File: src/rtl/csd_consts.vh
// constants for the curtain status display and gating entry block
// assumes a 200 MHz system clock and a classic wishbone register bus
// What this block does
// - emitter lamps steady; second lit on channel two
// - reduced range flashes lamps; second only channel two
// - receiver lamp green/red by outputs; external error 1 Hz
// - internal fault flashes red 10 Hz, highest priority
// - yellow on: outputs off, interlock blocking, field clear
// - outputs on: yellow follows gating request
// - blue off, steady when taught, slow flash gating
// - blue short flash: interrupted blocking, teach, restart
// - start-up shows all segments, then t and time
// - show mode number; flash it on weak signal
// - error letters F internal, E external, U usage
// - error letter then code digits, repeated cyclically
// - blocking error locks out until power cycle
// - alignment view when never aligned
// - alignment view after 5 s interruption
// - top, middle, bottom segments show beam thirds
// - segment on all clear, flash partial, off none
// - leave alignment view after 5 s clear
// - bridging only if violation within 4 s (2 s mode 4)
// - gating tolerates both sync beams lost 60 s
// - mode from jumper inputs, shown statically
`ifndef CSD_CONSTS_VH
`define CSD_CONSTS_VH
`define CSD_CLK_NS        32'd5
`define CSD_TICK_MS       32'd50
`define CSD_TICK_CYCLES   (`CSD_TICK_MS * 32'd1000000 / `CSD_CLK_NS)
`define CSD_ALIGN_MS      32'd5000
`define CSD_WIN_MS        32'd4000
`define CSD_WIN4_MS       32'd2000
`define CSD_SYNC_MS       32'd60000
`define CSD_STEP_MS       32'd1000
`define CSD_ALIGN_TICKS   (`CSD_ALIGN_MS / `CSD_TICK_MS)
`define CSD_BEAMS         30
`define CSD_THIRD         10
`define CSD_OFF_CTRL      6'h00
`define CSD_OFF_ERR       6'h01
`define CSD_OFF_THRESH    6'h02
`define CSD_OFF_DIV       6'h03
`define CSD_OFF_STATUS    6'h04
`define CSD_THRESH_RST    8'h20
`define CSD_SLOW_TICKS    5'h13
`define CSD_SLOW_HALF     5'h0A
`define CSD_MODE4         2'h1
`define CSD_CAT_NONE      2'h0
`define CSD_CAT_F         2'h1
`define CSD_CAT_E         2'h2
`define CSD_CAT_U         2'h3
`define CSD_SEG_ALL       7'h7F
`define CSD_SEG_OFF       7'h00
`define CSD_SEG_T         7'h78
`define CSD_SEG_F         7'h71
`define CSD_SEG_E         7'h79
`define CSD_SEG_U         7'h3E
`define CSD_SEG_TOP       0
`define CSD_SEG_BOT       3
`define CSD_SEG_MID       6
`endif

File: src/rtl/csd_top.v
// curtain status display, lamp control and gating entry check
// assumes synchronous level inputs from the receiver core and a wishbone master
`timescale 1ns/1ps
`include "csd_consts.vh"
module csd_top #(
  parameter [31:0] TICK_CYCLES = `CSD_TICK_CYCLES
) (
  // clock and reset
  input  wire                    clk_i,
  input  wire                    rst_i,
  // wishbone slave
  input  wire                    cyc_i,
  input  wire                    stb_i,
  input  wire                    we_i,
  input  wire [7:0]              adr_i,
  input  wire [3:0]              sel_i,
  input  wire [31:0]             dat_i,
  output reg  [31:0]             dat_o,
  output reg                     ack_o,
  // receiver core state
  input  wire                    safety_switching_outputs_i,
  input  wire                    int_fault_i,
  input  wire                    ext_fault_i,
  input  wire                    restart_interlock_i,
  input  wire                    field_clear_i,
  input  wire [`CSD_BEAMS-1:0]   beams_clear_i,
  input  wire                    sync_a_clear_i,
  input  wire                    sync_b_clear_i,
  input  wire [7:0]              rx_level_i,
  input  wire                    self_test_done_i,
  input  wire [7:0]              resp_time_bcd_i,
  input  wire [1:0]              mode_jumper_i,
  // machine control
  input  wire                    gating_req_i,
  // lamps and readout
  output reg                     tx_primary_status_lamp_o,
  output reg                     tx_secondary_status_lamp_o,
  output reg                     rx_primary_status_lamp_green_o,
  output reg                     rx_primary_status_lamp_red_o,
  output reg                     rx_secondary_status_lamp_o,
  output reg                     rx_function_status_lamp_o,
  output reg  [6:0]              seg_o,
  // gating results and blocking error lockout
  output reg                     timed_gating_function_o,
  output reg                     sync_lost_o,
  output reg                     lockout_o
);

  localparam [1:0] DS_TEST = 2'h0;
  localparam [1:0] DS_RESP = 2'h1;
  localparam [1:0] DS_RUN  = 2'h2;
  localparam [31:0] ALIGN_T = `CSD_ALIGN_TICKS;
  localparam [31:0] WIN_T   = `CSD_WIN_MS / `CSD_TICK_MS;
  localparam [31:0] WIN4_T  = `CSD_WIN4_MS / `CSD_TICK_MS;
  localparam [31:0] SYNC_T  = `CSD_SYNC_MS / `CSD_TICK_MS;
  localparam [31:0] STEP_T  = `CSD_STEP_MS / `CSD_TICK_MS;

  function [6:0] seg_digit;
    input [3:0] d;
    begin
      case (d)
        4'h0: seg_digit = 7'h3F;
        4'h1: seg_digit = 7'h06;
        4'h2: seg_digit = 7'h5B;
        4'h3: seg_digit = 7'h4F;
        4'h4: seg_digit = 7'h66;
        4'h5: seg_digit = 7'h6D;
        4'h6: seg_digit = 7'h7D;
        4'h7: seg_digit = 7'h07;
        4'h8: seg_digit = 7'h7F;
        4'h9: seg_digit = 7'h6F;
        default: seg_digit = `CSD_SEG_OFF;
      endcase
    end
  endfunction

  function third_seg;
    input [`CSD_THIRD-1:0] b;
    input                  ph;
    begin
      if (&b)
        third_seg = 1'b1;
      else if (|b)
        third_seg = ph;
      else
        third_seg = 1'b0;
    end
  endfunction

  function [31:0] merge;
    input [31:0] old;
    input [31:0] nw;
    input [3:0]  sel;
    integer      i;
    begin
      merge = old;
      for (i = 0; i < 4; i = i + 1)
        if (sel[i])
          merge[i*8 +: 8] = nw[i*8 +: 8];
    end
  endfunction

  // registers
  reg  [5:0]  ctrl_reg;
  reg  [11:0] err_reg;
  reg  [7:0]  thresh_reg;
  reg  [31:0] div_reg;
  reg  [31:0] tick_cnt_reg;
  reg         tick_reg;
  reg         fast_reg;
  reg  [4:0]  slow_cnt_reg;
  reg  [1:0]  disp_reg;
  reg  [4:0]  step_reg;
  reg  [1:0]  phase_reg;
  reg         aligned_reg;
  reg         align_view_reg;
  reg  [11:0] int_cnt_reg;
  reg  [11:0] clr_cnt_reg;
  reg         req_d_reg;
  reg         win_reg;
  reg  [11:0] win_cnt_reg;
  reg  [11:0] sync_cnt_reg;
  reg         field_d_reg;

  wire        ch2      = ctrl_reg[0];
  wire        range_rd = ctrl_reg[1];
  wire        teaching = ctrl_reg[2];
  wire        taught   = ctrl_reg[3];
  wire        bypass   = ctrl_reg[4];
  wire        restart  = ctrl_reg[5];
  wire [1:0]  err_cat  = err_reg[1:0];
  wire        slow_ph  = slow_cnt_reg < `CSD_SLOW_HALF;
  wire        short_ph = slow_cnt_reg == 5'h0;
  wire        wr       = cyc_i & stb_i & we_i & ack_o;
  wire        sync_bad = ~sync_a_clear_i & ~sync_b_clear_i;
  wire        mode4    = mode_jumper_i == `CSD_MODE4;
  wire [3:0]  mode_num = mode_jumper_i == 2'h0 ? 4'h1 :
                         mode_jumper_i == 2'h1 ? 4'h4 :
                         mode_jumper_i == 2'h2 ? 4'h5 : 4'h6;
  wire        violation = field_d_reg & ~field_clear_i;

  // wishbone: read data loaded at the request edge, write at the ack edge
  always @(posedge clk_i) begin
    if (rst_i) begin
      ack_o      <= 1'b0;
      dat_o      <= 32'h0;
      ctrl_reg   <= 6'h0;
      err_reg    <= 12'h0;
      thresh_reg <= `CSD_THRESH_RST;
      div_reg    <= TICK_CYCLES;
    end else begin
      ack_o <= cyc_i & stb_i & ~ack_o;
      if (cyc_i & stb_i & ~ack_o) begin
        case (adr_i[7:2])
          `CSD_OFF_CTRL:   dat_o <= {26'h0, ctrl_reg};
          `CSD_OFF_ERR:    dat_o <= {20'h0, err_reg};
          `CSD_OFF_THRESH: dat_o <= {24'h0, thresh_reg};
          `CSD_OFF_DIV:    dat_o <= div_reg;
          `CSD_OFF_STATUS: dat_o <= {22'h0, disp_reg, align_view_reg, aligned_reg,
                                     win_reg, lockout_o, sync_lost_o,
                                     timed_gating_function_o, phase_reg};
          default:         dat_o <= 32'h0;
        endcase
      end
      if (wr & ~lockout_o) begin
        case (adr_i[7:2])
          `CSD_OFF_CTRL:   ctrl_reg <= sel_i[0] ? dat_i[5:0] : ctrl_reg;
          `CSD_OFF_ERR:    err_reg <= {sel_i[1] ? dat_i[11:8] : err_reg[11:8],
                                       sel_i[0] ? dat_i[7:0] : err_reg[7:0]};
          `CSD_OFF_THRESH: thresh_reg <= sel_i[0] ? dat_i[7:0] : thresh_reg;
          `CSD_OFF_DIV:    div_reg <= merge(div_reg, dat_i, sel_i);
          default: ;
        endcase
      end
    end
  end

  // blocking error lockout, held until power cycle
  always @(posedge clk_i) begin
    if (rst_i)
      lockout_o <= 1'b0;
    else if (err_reg[2] && err_cat != `CSD_CAT_NONE)
      lockout_o <= 1'b1;
  end

  // 50 ms tick and flash phases
  always @(posedge clk_i) begin
    if (rst_i) begin
      tick_cnt_reg <= 32'h0;
      tick_reg     <= 1'b0;
      fast_reg     <= 1'b0;
      slow_cnt_reg <= 5'h0;
    end else begin
      tick_reg <= 1'b0;
      if (tick_cnt_reg + 32'h1 >= div_reg) begin
        tick_cnt_reg <= 32'h0;
        tick_reg     <= 1'b1;
      end else begin
        tick_cnt_reg <= tick_cnt_reg + 32'h1;
      end
      if (tick_reg) begin
        fast_reg     <= ~fast_reg;
        slow_cnt_reg <= slow_cnt_reg == `CSD_SLOW_TICKS ? 5'h0 : slow_cnt_reg + 5'h1;
      end
    end
  end

  // display sequencing: self test, response time, run
  always @(posedge clk_i) begin
    if (rst_i) begin
      disp_reg  <= DS_TEST;
      step_reg  <= 5'h0;
      phase_reg <= 2'h0;
    end else begin
      case (disp_reg)
        DS_TEST: begin
          if (self_test_done_i) begin
            disp_reg  <= DS_RESP;
            step_reg  <= 5'h0;
            phase_reg <= 2'h0;
          end
        end
        DS_RESP, DS_RUN: begin
          if (disp_reg == DS_RUN && err_cat == `CSD_CAT_NONE) begin
            step_reg  <= 5'h0;
            phase_reg <= 2'h0;
          end else if (tick_reg) begin
            if (step_reg + 5'h1 >= STEP_T) begin
              step_reg <= 5'h0;
              if (phase_reg == 2'h2) begin
                phase_reg <= 2'h0;
                disp_reg  <= DS_RUN;
              end else begin
                phase_reg <= phase_reg + 2'h1;
              end
            end else begin
              step_reg <= step_reg + 5'h1;
            end
          end
        end
        default: disp_reg <= DS_TEST;
      endcase
    end
  end

  // alignment view entry and exit
  always @(posedge clk_i) begin
    if (rst_i) begin
      aligned_reg    <= 1'b0;
      align_view_reg <= 1'b1;
      int_cnt_reg    <= 12'h0;
      clr_cnt_reg    <= 12'h0;
    end else if (!lockout_o) begin
      if (field_clear_i)
        int_cnt_reg <= 12'h0;
      else if (tick_reg && int_cnt_reg != ALIGN_T)
        int_cnt_reg <= int_cnt_reg + 12'h1;
      if (!field_clear_i)
        clr_cnt_reg <= 12'h0;
      else if (tick_reg && clr_cnt_reg != ALIGN_T)
        clr_cnt_reg <= clr_cnt_reg + 12'h1;
      if (clr_cnt_reg == ALIGN_T) begin
        aligned_reg    <= 1'b1;
        align_view_reg <= 1'b0;
      end else if (!aligned_reg) begin
        align_view_reg <= 1'b1;
      end else if (int_cnt_reg == ALIGN_T) begin
        align_view_reg <= 1'b1;
      end
    end
  end

  // gating entry: request first, then violation within the window
  always @(posedge clk_i) begin
    if (rst_i) begin
      req_d_reg               <= 1'b0;
      field_d_reg             <= 1'b1;
      win_reg                 <= 1'b0;
      win_cnt_reg             <= 12'h0;
      sync_cnt_reg            <= 12'h0;
      timed_gating_function_o <= 1'b0;
      sync_lost_o             <= 1'b0;
    end else if (lockout_o) begin
      win_reg                 <= 1'b0;
      timed_gating_function_o <= 1'b0;
    end else begin
      req_d_reg   <= gating_req_i;
      field_d_reg <= field_clear_i;
      if (!gating_req_i) begin
        win_reg                 <= 1'b0;
        timed_gating_function_o <= 1'b0;
      end else if (!req_d_reg && !timed_gating_function_o) begin
        win_reg     <= 1'b1;
        win_cnt_reg <= 12'h0;
      end else if (win_reg) begin
        if (violation && !sync_lost_o) begin
          win_reg                 <= 1'b0;
          timed_gating_function_o <= 1'b1;
        end else if (tick_reg) begin
          if (win_cnt_reg + 12'h1 >= (mode4 ? WIN4_T : WIN_T))
            win_reg <= 1'b0;
          win_cnt_reg <= win_cnt_reg + 12'h1;
        end
      end
      if (!sync_bad) begin
        sync_cnt_reg <= 12'h0;
        sync_lost_o  <= 1'b0;
      end else if (!timed_gating_function_o) begin
        sync_lost_o <= 1'b1;
      end else if (tick_reg) begin
        if (sync_cnt_reg + 12'h1 >= SYNC_T) begin
          sync_lost_o             <= 1'b1;
          timed_gating_function_o <= 1'b0;
        end
        sync_cnt_reg <= sync_cnt_reg + 12'h1;
      end
    end
  end

  // lamps
  always @(posedge clk_i) begin
    if (rst_i) begin
      tx_primary_status_lamp_o       <= 1'b0;
      tx_secondary_status_lamp_o     <= 1'b0;
      rx_primary_status_lamp_green_o <= 1'b0;
      rx_primary_status_lamp_red_o   <= 1'b0;
      rx_secondary_status_lamp_o     <= 1'b0;
      rx_function_status_lamp_o      <= 1'b0;
    end else begin
      if (range_rd) begin
        tx_primary_status_lamp_o   <= slow_ph;
        tx_secondary_status_lamp_o <= ch2 & slow_ph;
      end else begin
        tx_primary_status_lamp_o   <= 1'b1;
        tx_secondary_status_lamp_o <= ch2;
      end
      if (int_fault_i) begin
        rx_primary_status_lamp_green_o <= 1'b0;
        rx_primary_status_lamp_red_o   <= fast_reg;
      end else if (ext_fault_i) begin
        rx_primary_status_lamp_green_o <= 1'b0;
        rx_primary_status_lamp_red_o   <= slow_ph;
      end else begin
        rx_primary_status_lamp_green_o <= safety_switching_outputs_i;
        rx_primary_status_lamp_red_o   <= ~safety_switching_outputs_i;
      end
      if (safety_switching_outputs_i)
        rx_secondary_status_lamp_o <= gating_req_i;
      else
        rx_secondary_status_lamp_o <= restart_interlock_i & field_clear_i;
      if ((restart_interlock_i & ~field_clear_i) | teaching | restart)
        rx_function_status_lamp_o <= short_ph;
      else if (timed_gating_function_o | bypass)
        rx_function_status_lamp_o <= slow_ph;
      else
        rx_function_status_lamp_o <= taught;
    end
  end

  // seven-segment readout
  always @(posedge clk_i) begin
    if (rst_i) begin
      seg_o <= `CSD_SEG_ALL;
    end else if (disp_reg == DS_TEST) begin
      seg_o <= `CSD_SEG_ALL;
    end else if (disp_reg == DS_RESP) begin
      case (phase_reg)
        2'h0:    seg_o <= `CSD_SEG_T;
        2'h1:    seg_o <= seg_digit(resp_time_bcd_i[7:4]);
        default: seg_o <= seg_digit(resp_time_bcd_i[3:0]);
      endcase
    end else if (err_cat != `CSD_CAT_NONE) begin
      case (phase_reg)
        2'h0: begin
          case (err_cat)
            `CSD_CAT_F: seg_o <= `CSD_SEG_F;
            `CSD_CAT_E: seg_o <= `CSD_SEG_E;
            default:    seg_o <= `CSD_SEG_U;
          endcase
        end
        2'h1:    seg_o <= seg_digit(err_reg[7:4]);
        default: seg_o <= seg_digit(err_reg[11:8]);
      endcase
    end else if (align_view_reg) begin
      seg_o                <= `CSD_SEG_OFF;
      seg_o[`CSD_SEG_TOP]  <= third_seg(beams_clear_i[29:20], slow_ph);
      seg_o[`CSD_SEG_MID]  <= third_seg(beams_clear_i[19:10], slow_ph);
      seg_o[`CSD_SEG_BOT]  <= third_seg(beams_clear_i[9:0], slow_ph);
    end else if (rx_level_i < thresh_reg) begin
      seg_o <= slow_ph ? seg_digit(mode_num) : `CSD_SEG_OFF;
    end else begin
      seg_o <= seg_digit(mode_num);
    end
  end

endmodule

File: config.mk
export PLATFORM = sky130hd
export DESIGN_NAME = csd_top
export DESIGN_NICKNAME = d
export VERILOG_FILES = /design/src/rtl/csd_top.v
export VERILOG_INCLUDE_DIRS = /design/src /design/src/rtl
export SDC_FILE = /design/constraint.sdc
export NUM_CORES = 1
export LEC_CHECK = 0
export ABC_CLOCK_PERIOD_IN_PS = 4700
export BUFFER_PORTS_ARGS = -buffer_cell sky130_fd_sc_hd__buf_2
export CORE_MARGIN = 5
export CORE_UTILIZATION = 30
export DETAILED_ROUTE_END_ITERATION = 16
export SLEW_MARGIN = 30
export SYNTH_ARGS = -nofsm -noshare
export SYNTH_HDL_FRONTEND = slang
export SYNTH_SLANG_ARGS = --single-unit
File: constraint.sdc
create_clock -name clk_i -period 4.7 [get_ports clk_i]
set_input_delay 0.705 -clock clk_i [delete_from_list [all_inputs] [get_ports clk_i]]
set_output_delay 0.705 -clock clk_i [all_outputs]
set_load 0.02 [all_outputs]
== Word-level counts from Yosys, hierarchy flattened ==
Memories as Yosys holds them, arrays and structs flattened. A register that Yosys moved wholly into a read port is not among the register bits.
Index checks and enable logic that the tools add are counted.

* Bits in read-only memories: 672
* Latch bits: 0
* Logic and storage cells: 241
* Bits in registers: 208
* Output and inout bits: 49
* Memories: 6
* Bits in writable memories: 0

* Bitwise gates (word level): 21
* Shift operators: 0
* Multiplexer cells: 80
* Equal/unequal tests: 31
* $lt $le $gt $ge: 6
* $mul: 0
* Reduce and logical (&&, ||, !) cells: 50
* Divide/modulo/power cells: 0
* $add $sub $neg: 11

{| class="wikitable"
|+ Memories
! memory !! words !! width !! read ports !! clocked after Yosys merged registers in !! write ports !! RTL line !! text
|-
| (no name shown) || 16 || 7 || 1 || 0 || 0 || csd_top.v:61 || <nowiki>case (d)</nowiki>
|-
| (no name shown) || 16 || 7 || 1 || 0 || 0 || csd_top.v:61 ||
|-
| (no name shown) || 16 || 7 || 1 || 1 || 0 || csd_top.v:61 ||
|-
| (no name shown) || 16 || 7 || 1 || 1 || 0 || csd_top.v:61 ||
|-
| (no name shown) || 16 || 7 || 1 || 0 || 0 || csd_top.v:61 ||
|-
| (no name shown) || 16 || 7 || 1 || 0 || 0 || csd_top.v:61 ||
|}

{| class="wikitable"
|+ Operators by type and width
! operator !! number
|-
| case mux 32 bit (5 select lines) || 1
|-
| two-way mux 12 bit || 11
|-
| adder 12 x 1 -> 12 bit, second input constant || 4
|-
| two-way mux 7 bit || 6
|-
| case mux 7 bit (2 select lines) || 3
|-
| two-way mux 1 bit || 34
|-
| AND reduction 3 bit || 11
|-
| adder 32 x 1 -> 32 bit, second input constant || 1
|-
| greater-or-equal comparator 32 bit || 1
|-
| AND reduction 10 bit || 3
|-
| OR reduction 10 bit || 3
|-
| adder 12 x 1 -> 13 bit, second input constant || 2
|-
| two-way mux 5 bit || 5
|-
| equality test 12 x 7 -> 1 bit, second input constant || 2
|-
| two-way mux 2 bit || 12
|-
| != test 12 x 7 -> 1 bit, second input constant || 2
|-
| two-way mux 4 bit || 4
|-
| != test 2 bit, second input constant || 8
|-
| greater-or-equal comparator 13 x 11 -> 1 bit, second input constant || 1
|-
| greater-or-equal comparator 13 x 7 -> 1 bit || 1
|-
| equality test 6 x 2 -> 1 bit, second input constant || 2
|-
| adder 5 x 1 -> 5 bit, second input constant || 2
|-
| AND 1 bit || 10
|-
| case mux 5 bit (2 select lines) || 1
|-
| 29 further kinds || 69
|}

== Logic depth before layout (Yosys ltp) ==
Gate-level depths: netlist (run 1).

* Depth in word-level cells: 11
* Depth in mapped cells: 14
* Gate-level depth less buffers: 13

== Worst setup path after synthesis (run 1) ==
No wires, ideal clock.

* Path kind: register to register
* Start: reg tick_cnt_reg[11]
* End: reg tick_cnt_reg[10]
* Path buffers: 2
* Arrival time: 3.406 ns
* Setup slack: 1.228 ns
* Data required time: 4.634 ns
* Cell stages (with the launch flop): 15
* Cells stage by stage: dfxtp_1 -> and4_1 -> clkbuf_1 -> and4_1 -> or3b_1 -> nor2_1 -> xor2_1 -> ha_1 -> a21o_1 -> a221o_1 -> a221oi_1 -> o21ai_0 -> a211o_1 -> clkbuf_1 -> nor2b_1

* Longest elaborated chain between the ends: 3

{| class="wikitable"
|+ Ends and longest elaborated chain
! what !! RTL line !! text
|-
| start, declared || csd_top.v:108 || <nowiki>reg [31:0] tick_cnt_reg;</nowiki>
|-
| start signal, assigned || csd_top.v:199 || <nowiki>tick_cnt_reg <= tick_cnt_reg + 32'h1;</nowiki>
|-
| adder 32 x 1 -> 32 bit || csd_top.v:195 || <nowiki>if (tick_cnt_reg + 32'h1 >= div_reg) begin</nowiki>
|-
| greater-or-equal comparator 32 bit || csd_top.v:195 ||
|-
| OR reduction 2 bit (no line) || n/a ||
|}

No other way between the ends.
A chain may end at the register's enable or synchronous reset.

== Worst setup path after layout (run 1) ==
* Start: reg tick_cnt_reg[11]
* End: reg tick_cnt_reg[6]

The elaborated chain is that of the path after synthesis.

==> metrics, run 1 <==
status=finished, final reports clean; Synth cell types=72; H-tree levels=1; GPL Wtd Cong=0.880; gr usage total=14.7%; clock share of power=46.9%; total of max-cap violations=0; net switching power=1.12 mW; XOR/XNOR share of the synthesized area=4.57%; share of layout cells above drive strength 1=14.3%; register share of total power=43.6%; largest net degree at the start of global routing=74; main combinational cell family by area after synthesis=simple AND/OR/NAND/NOR gates; hold path depth=2; Fillers=4148; CTS tree=done; Sw Ratio=25.0%; Initial Utilization=30.5%; drt total wl=33.7 mm; WP data required=5150 ps; CTS max path bufs=3; RSZ-0062 raised after global routing=false; DR WL/cell=15.8 µm; IO Port Bufs=152; antenna violations before repair=6; Synth Cell Area=11900 µm²; syn_nets=1660; power per cell area=319 nW/µm²; Setup CP Type=flip-flop to flip-flop; R2R cell count=12; post-synthesis sequential area ratio=37.4%; syn_area_per_cell=8.07 µm²; number of synthesized register bits=222; worst hold path class=input pin to flip-flop; final setup vio count=0; top-count cell post-synth=dfxtp_1; vias=10.8k; slew margin rel.=38.2%; Synth warnings=0; Lkg Pwr=5.52 nW; ranking of synthesized cells by area=dfxtp_1 (37%), ha_1 (8.7%), nor2_1 (5.8%); number of global-route vias before repair=10.3k; sinks on the clock net=222; Die H=209 µm; Yosys top cell area share=37.4%; first-pass GRT wire length=53.8 mm; worst-skew pair later-pin latency=530 ps; slew at the pin closest to its max-slew limit=923 ps; Syn-to-layout area delta=18.2%; vias per inst=5.04; Post-synth top cells=dfxtp_1 (222), nor2_1 (183), nand2_1 (128); Die X-Extent=209 µm; Slew Viols, Final=0; fin crit share=84.0%; Root Buffer=clkbuf_16; Final Critical Period=3950 ps; worst path arrival time=4400 ps; Iteration-0 DRC Markers=564; Multi-input gate area=6850 µm²; Layout Skew=17.1 ps; final worst slack=754 ps; Compound-Gate Fraction of Synth Area=17.7%; DRT Pass-1 Iters=5; Power Internal=3.36 mW; Syn Inst Count=1471; register area=4440 µm²; Async SR Flop Fraction=0%; Comb power frac=9.5%; startpoint types=flip-flop; DIE AREA=43600 µm²; worst-path maximum fanout=31; Row Count=72; nets@finish=1787; DRC viols=0; multiplexer area fraction after synthesis=1.86%; Post-CTS Setup Repair Bufs=0; dpl ws=577 ps; adder-cell area share of the yosys netlist=8.75%; Routed Antenna Nets=0; GR Overflow Total=0; detailed placer's ending HPWL=25.5 mm; prevailing post-synth register cell=dfxtp_1; post-synthesis simple-gate area fraction=24.8%; Setup TNS=0 ps; CTS Buf Count=25; Synth area leader=dfxtp_1; clock-pin transition on the worst setup and hold timing paths=60 ps; post-CTS sizing=0; core area=38900 µm²; Max Freq=253 MHz; CP Capture Type=flip-flop; EDFF count, synth=0; final hold vios=0; Post-CTS Hold Buffers=0; VDD IR-drop max=0.236 mV; I/O Pins=155
-- area by class of cell --
cell class,count,area share [%]
inverter,89,2.38
clock inverter,10,1.03
clock buffer,36,5.40
multi-input combinational,1097,48.8
tap,518,4.62
sequential,222,31.7
timing repair buffer,163,6.03
antenna,1,0.0178
-- final timing paths --
path                          startpoint  slack, ps                                        end
max          tick_cnt_reg[11]$_SDFF_PP0_        750                 tick_cnt_reg[6]$_SDFF_PP0_
min                          ext_fault_i        370  rx_primary_status_lamp_green_o$_SDFF_PP0_
max reg2reg  tick_cnt_reg[11]$_SDFF_PP0_        750                 tick_cnt_reg[6]$_SDFF_PP0_
min reg2reg       dat_o[10]$_SDFFE_PP0P_        460                     dat_o[10]$_SDFFE_PP0P_
-- cell families (layout without fill, tap and decap cells) --
group | count (synthesis) | after routing
AOI/OAI and AO/OA | 329 | 329
buffers and inverters | 152 | 298
xor gates and xnor gates | 62 | 62
DFF | 222 | 222
other | 0 | 1
adders and majority gates | 83 | 83
muxes | 22 | 22
and+or+nand+nor | 601 | 601
-- power groups by stage --
| stage | Combinational [mW] | Sequential [mW] | Clock, mW |
|---|---|---|---|
| floorplan | 0.243 | 2.01 | 0 |
| global placement | 0.414 | 1.99 | 0 |
| detailed placement | 0.423 | 1.99 | 0 |
| CTS | 0.425 | 1.95 | 2.16 |
| global route | 0.470 | 1.95 | 2.24 |
| finish | 0.425 | 1.95 | 2.10 |
-- layer usage --
| layer | vias up | global-route usage (%) | routed length [µm] |
|---|---|---|---|
| met5 | - | 0 | 48 |
| met4 | 8 | 3.38 | 736 |
| met3 | 51 | 3.34 | 2360 |
| met2 | 269 | 23.8 | 14800 |
| met1 | 4963 | 20.1 | 15800 |
| li1 | 5465 | - | - |
-- through the flow --
stage | utilization (%) | cells | power [mW] | cell area, µm² | hold slack [ps]
floorplan | - | 1471 | 2.25 | 11900 | 418
detailed placement | 33.7 | 2089 | 2.42 | 13100 | 442
global placement | 33.7 | 2089 | 2.40 | 13100 | 429
CTS | 36.0 | 2135 | 4.53 | 14000 | 341
global route | 36.0 | 2136 | 4.66 | 14000 | 362
finish | 36.0 | 2136 | 4.48 | 14000 | 371
-- critical path, stage by stage, from the launching register on --
cell      delay, ps
dfxtp_1         400
and4_1          330
and4_1          270
or3b_1          440
nor2_1          150
xor2_1          190
ha_1            270
a21o_1          180
a221o_1         310
a221oi_1        380
o21ai_0         190
a211o_2         580
nor2b_1         190
-- cells in the final DEF, fill, tap and decap left out, types with 4 or more instances in the layout --
master	netlist	routed
dfxtp_1	222	222
nor2_1	183	183
buf_2	6	151
nand2_1	128	128
a21oi_1	120	120
inv_1	87	87
ha_1	83	83
nand3_1	78	78
o21ai_0	51	51
nor2b_1	41	41
a22oi_1	36	36
xnor2_1	32	32
nand4_1	30	30
nor3_1	30	30
xor2_1	30	30
clkbuf_16	0	25
mux2i_1	22	22
a21o_1	17	17
and3_1	15	15
or3_1	15	15
nor4_1	15	15
nand2b_1	14	14
buf_4	0	12
a311oi_1	11	11
nand3b_1	10	10
a221oi_1	10	10
a211oi_1	9	9
a31oi_1	9	9
clkbuf_8	0	9
and2_1	8	8
o21ai_1	8	8
and4_1	7	7
o221ai_1	7	7
o211ai_1	6	6
or2_2	6	6
o22ai_1	6	6
o32ai_1	5	5
nor4b_1	4	4
o21a_1	4	4
Note: power is estimated with default switching activity, not from simulation.
==> run 2, diff against run 1 <==
Settings changed: ABC_CLOCK_PERIOD_IN_PS 4700 to 3400.
Clock period 4.7 ns to 3.4 ns, I/O delays scaled along.
==> run 2 against run 1 <==
- the run now ends with negative setup slack left
- count of clock-buffer cells in the layout shrank 3
- sequential cell count is the same
- core utilization grew 2.0 points
- power grew 40%
- via count grew 4.2%
- clock skew shrank 0.56 ps
- critical path type unchanged
- setup slack lost 830 ps
- global-route usage grew 0.75 points
- final cell count grew 3.3%
- non-clock buffer count grew 70
==> metrics, run 2 (same netlist as run 1, synthesis figures left out) <==
clock-pin transition on the worst setup and hold timing paths=60 ps; commonest non-fill, non-tap cell in the layout=dfxtp_1; Die X-Extent=209 µm; I/O Pins=155; Die H=209 µm; Max Freq=287 MHz; GPL Wtd Cong=0.839; worst hold path class=input pin to flip-flop; DRT Pass-1 Iters=5; Slew Viols, Final=0; first-pass GRT wire length=56.2 mm; drt total wl=35.5 mm; # diodes=0; Final Critical Period=3480 ps; worst hold slack=170 ps; Lkg Pwr=5.95 nW; final instance area=14800 µm²; CTS Buf Count=26; Initial Utilization=30.5%; worst path arrival time=3960 ps; WP data required=3880 ps; sinks on the clock net=222; slew at the pin closest to its max-slew limit=800 ps; final hold vios=0; vias per inst=5.08; R2R setup slack=-80 ps; fin crit share=102%; CTS max path bufs=3; vias=11.2k; DR WL/cell=16.1 µm; largest net degree at the start of global routing=59; number of global-route vias before repair=10.7k; VDD IR-drop max=0.275 mV; power per cell area=423 nW/µm²; CTS tree=done; gr usage total=15.5%; GR Overflow Total=0; Setup CP Type=flip-flop to flip-flop; Routed Antenna Nets=0; startpoint types=flip-flop; Iteration-0 DRC Markers=671; Layout Skew=16.5 ps; H-tree levels=1; Post-CTS Hold Buffers=0; Placed Area=13500 µm²; DRC viols=0; share of layout cells above drive strength 1=19.6%; RSZ-0062 raised after global routing=true; DIE AREA=43600 µm²; antenna violations before repair=4; core area=38900 µm²; worst-skew pair later-pin latency=550 ps; final worst slack=-78.5 ps; IO Port Bufs=152; slew margin rel.=46.5%; detailed placer's ending HPWL=26.5 mm; status=finished with violations; total of max-cap violations=0; dpl ws=-243 ps; Root Buffer=clkbuf_16; Syn-to-layout area delta=24.8%; worst-path maximum fanout=6; most frequent cells in the layout=dfxtp_1 (218), nor2_1 (180), buf_2 (151); Fillers=4032; Row Count=72; CP Capture Type=flip-flop; final setup vio count=31; nets@finish=1858; failing checks=negative setup slack
## run 2: changes by cell type in the layout (fill, tap and decap cells not counted), sizes merged
cell	delta
buf	+69
bufinv	+1
clkbuf	-2
clkinv	+4
clkinvlp	+1
diode	-1
inv	-1
## run 2: path summary, 6_finish.rpt
check / startpoint / end / cells after the start
setup / recovery: tick_cnt_reg[8]$_SDFF_PP0_ / tick_cnt_reg[25]$_SDFF_PP0_ / 13
hold reg to reg: field_d_reg$_SDFFE_PP1N_ / field_d_reg$_SDFFE_PP1N_ / 1
setup reg to reg: tick_cnt_reg[8]$_SDFF_PP0_ / tick_cnt_reg[25]$_SDFF_PP0_ / 13
hold / removal: int_fault_i / rx_primary_status_lamp_green_o$_SDFF_PP0_ / 2
## run 2: critical path: stages (launching register included)
cell and delay (ps):
dfxtp_2 330, nand4_1 120, or3_4 400, or3b_4 430, nor2_4 110, xor2_2 160, ha_1 270, a21o_1 180
a221o_1 310, a221oi_2 320, o21ai_2 120, a211o_4 370, buf_12 180, nor2b_1 100
## run 2: stage by stage
step                utilization (%)  total power, mW  cells  setup TNS, ps
floorplan                         -             3.11   1471              0
detailed placement             34.8             3.35   2143          -6310
finish                         38.1             6.27   2207          -1760
global placement               34.8             3.34   2143          -4450
global route                   38.1             6.51   2207          -5740
CTS                            37.6             6.33   2198          -52.2
## run 2: what timing repair did
action                                  CTS  global route
buffers inserted                          4             8
gates cloned                              3             1
gates resized for setup                  22            26
pin swaps                                11            11
endpoints found under the setup margin   32            33
## run 2: final cells by class
| type | count | area, µm² | area share (%) |
|---|---|---|---|
| multi-input cells | 1097 | 7020 | 47.4 |
| flip-flops and latches | 222 | 4450 | 30.0 |
| repair buffers | 233 | 1460 | 9.83 |
| clock buffers | 33 | 718 | 4.85 |
| well taps | 518 | 648 | 4.38 |
| inverters | 89 | 334 | 2.26 |
| clock inverters | 15 | 184 | 1.24 |
## run 2: layer usage
metal  wire length [µm]  up-vias  global-route usage (%)
li1                   -     5600                       -
met1              15900     5249                    20.4
met2              16400      296                    25.6
met3               2320       62                    3.61
met4                914        6                    3.96
met5                 39        -                       0
## run 2: power by group
| part | leakage [nW] | total [mW] | internal (mW) | switching, mW |
|---|---|---|---|---|
| clock | 0.444 | 2.95 | 1.80 | 1.15 |
| sequential | 1.80 | 2.70 | 2.65 | 0.0433 |
| combinational | 3.71 | 0.625 | 0.230 | 0.395 |
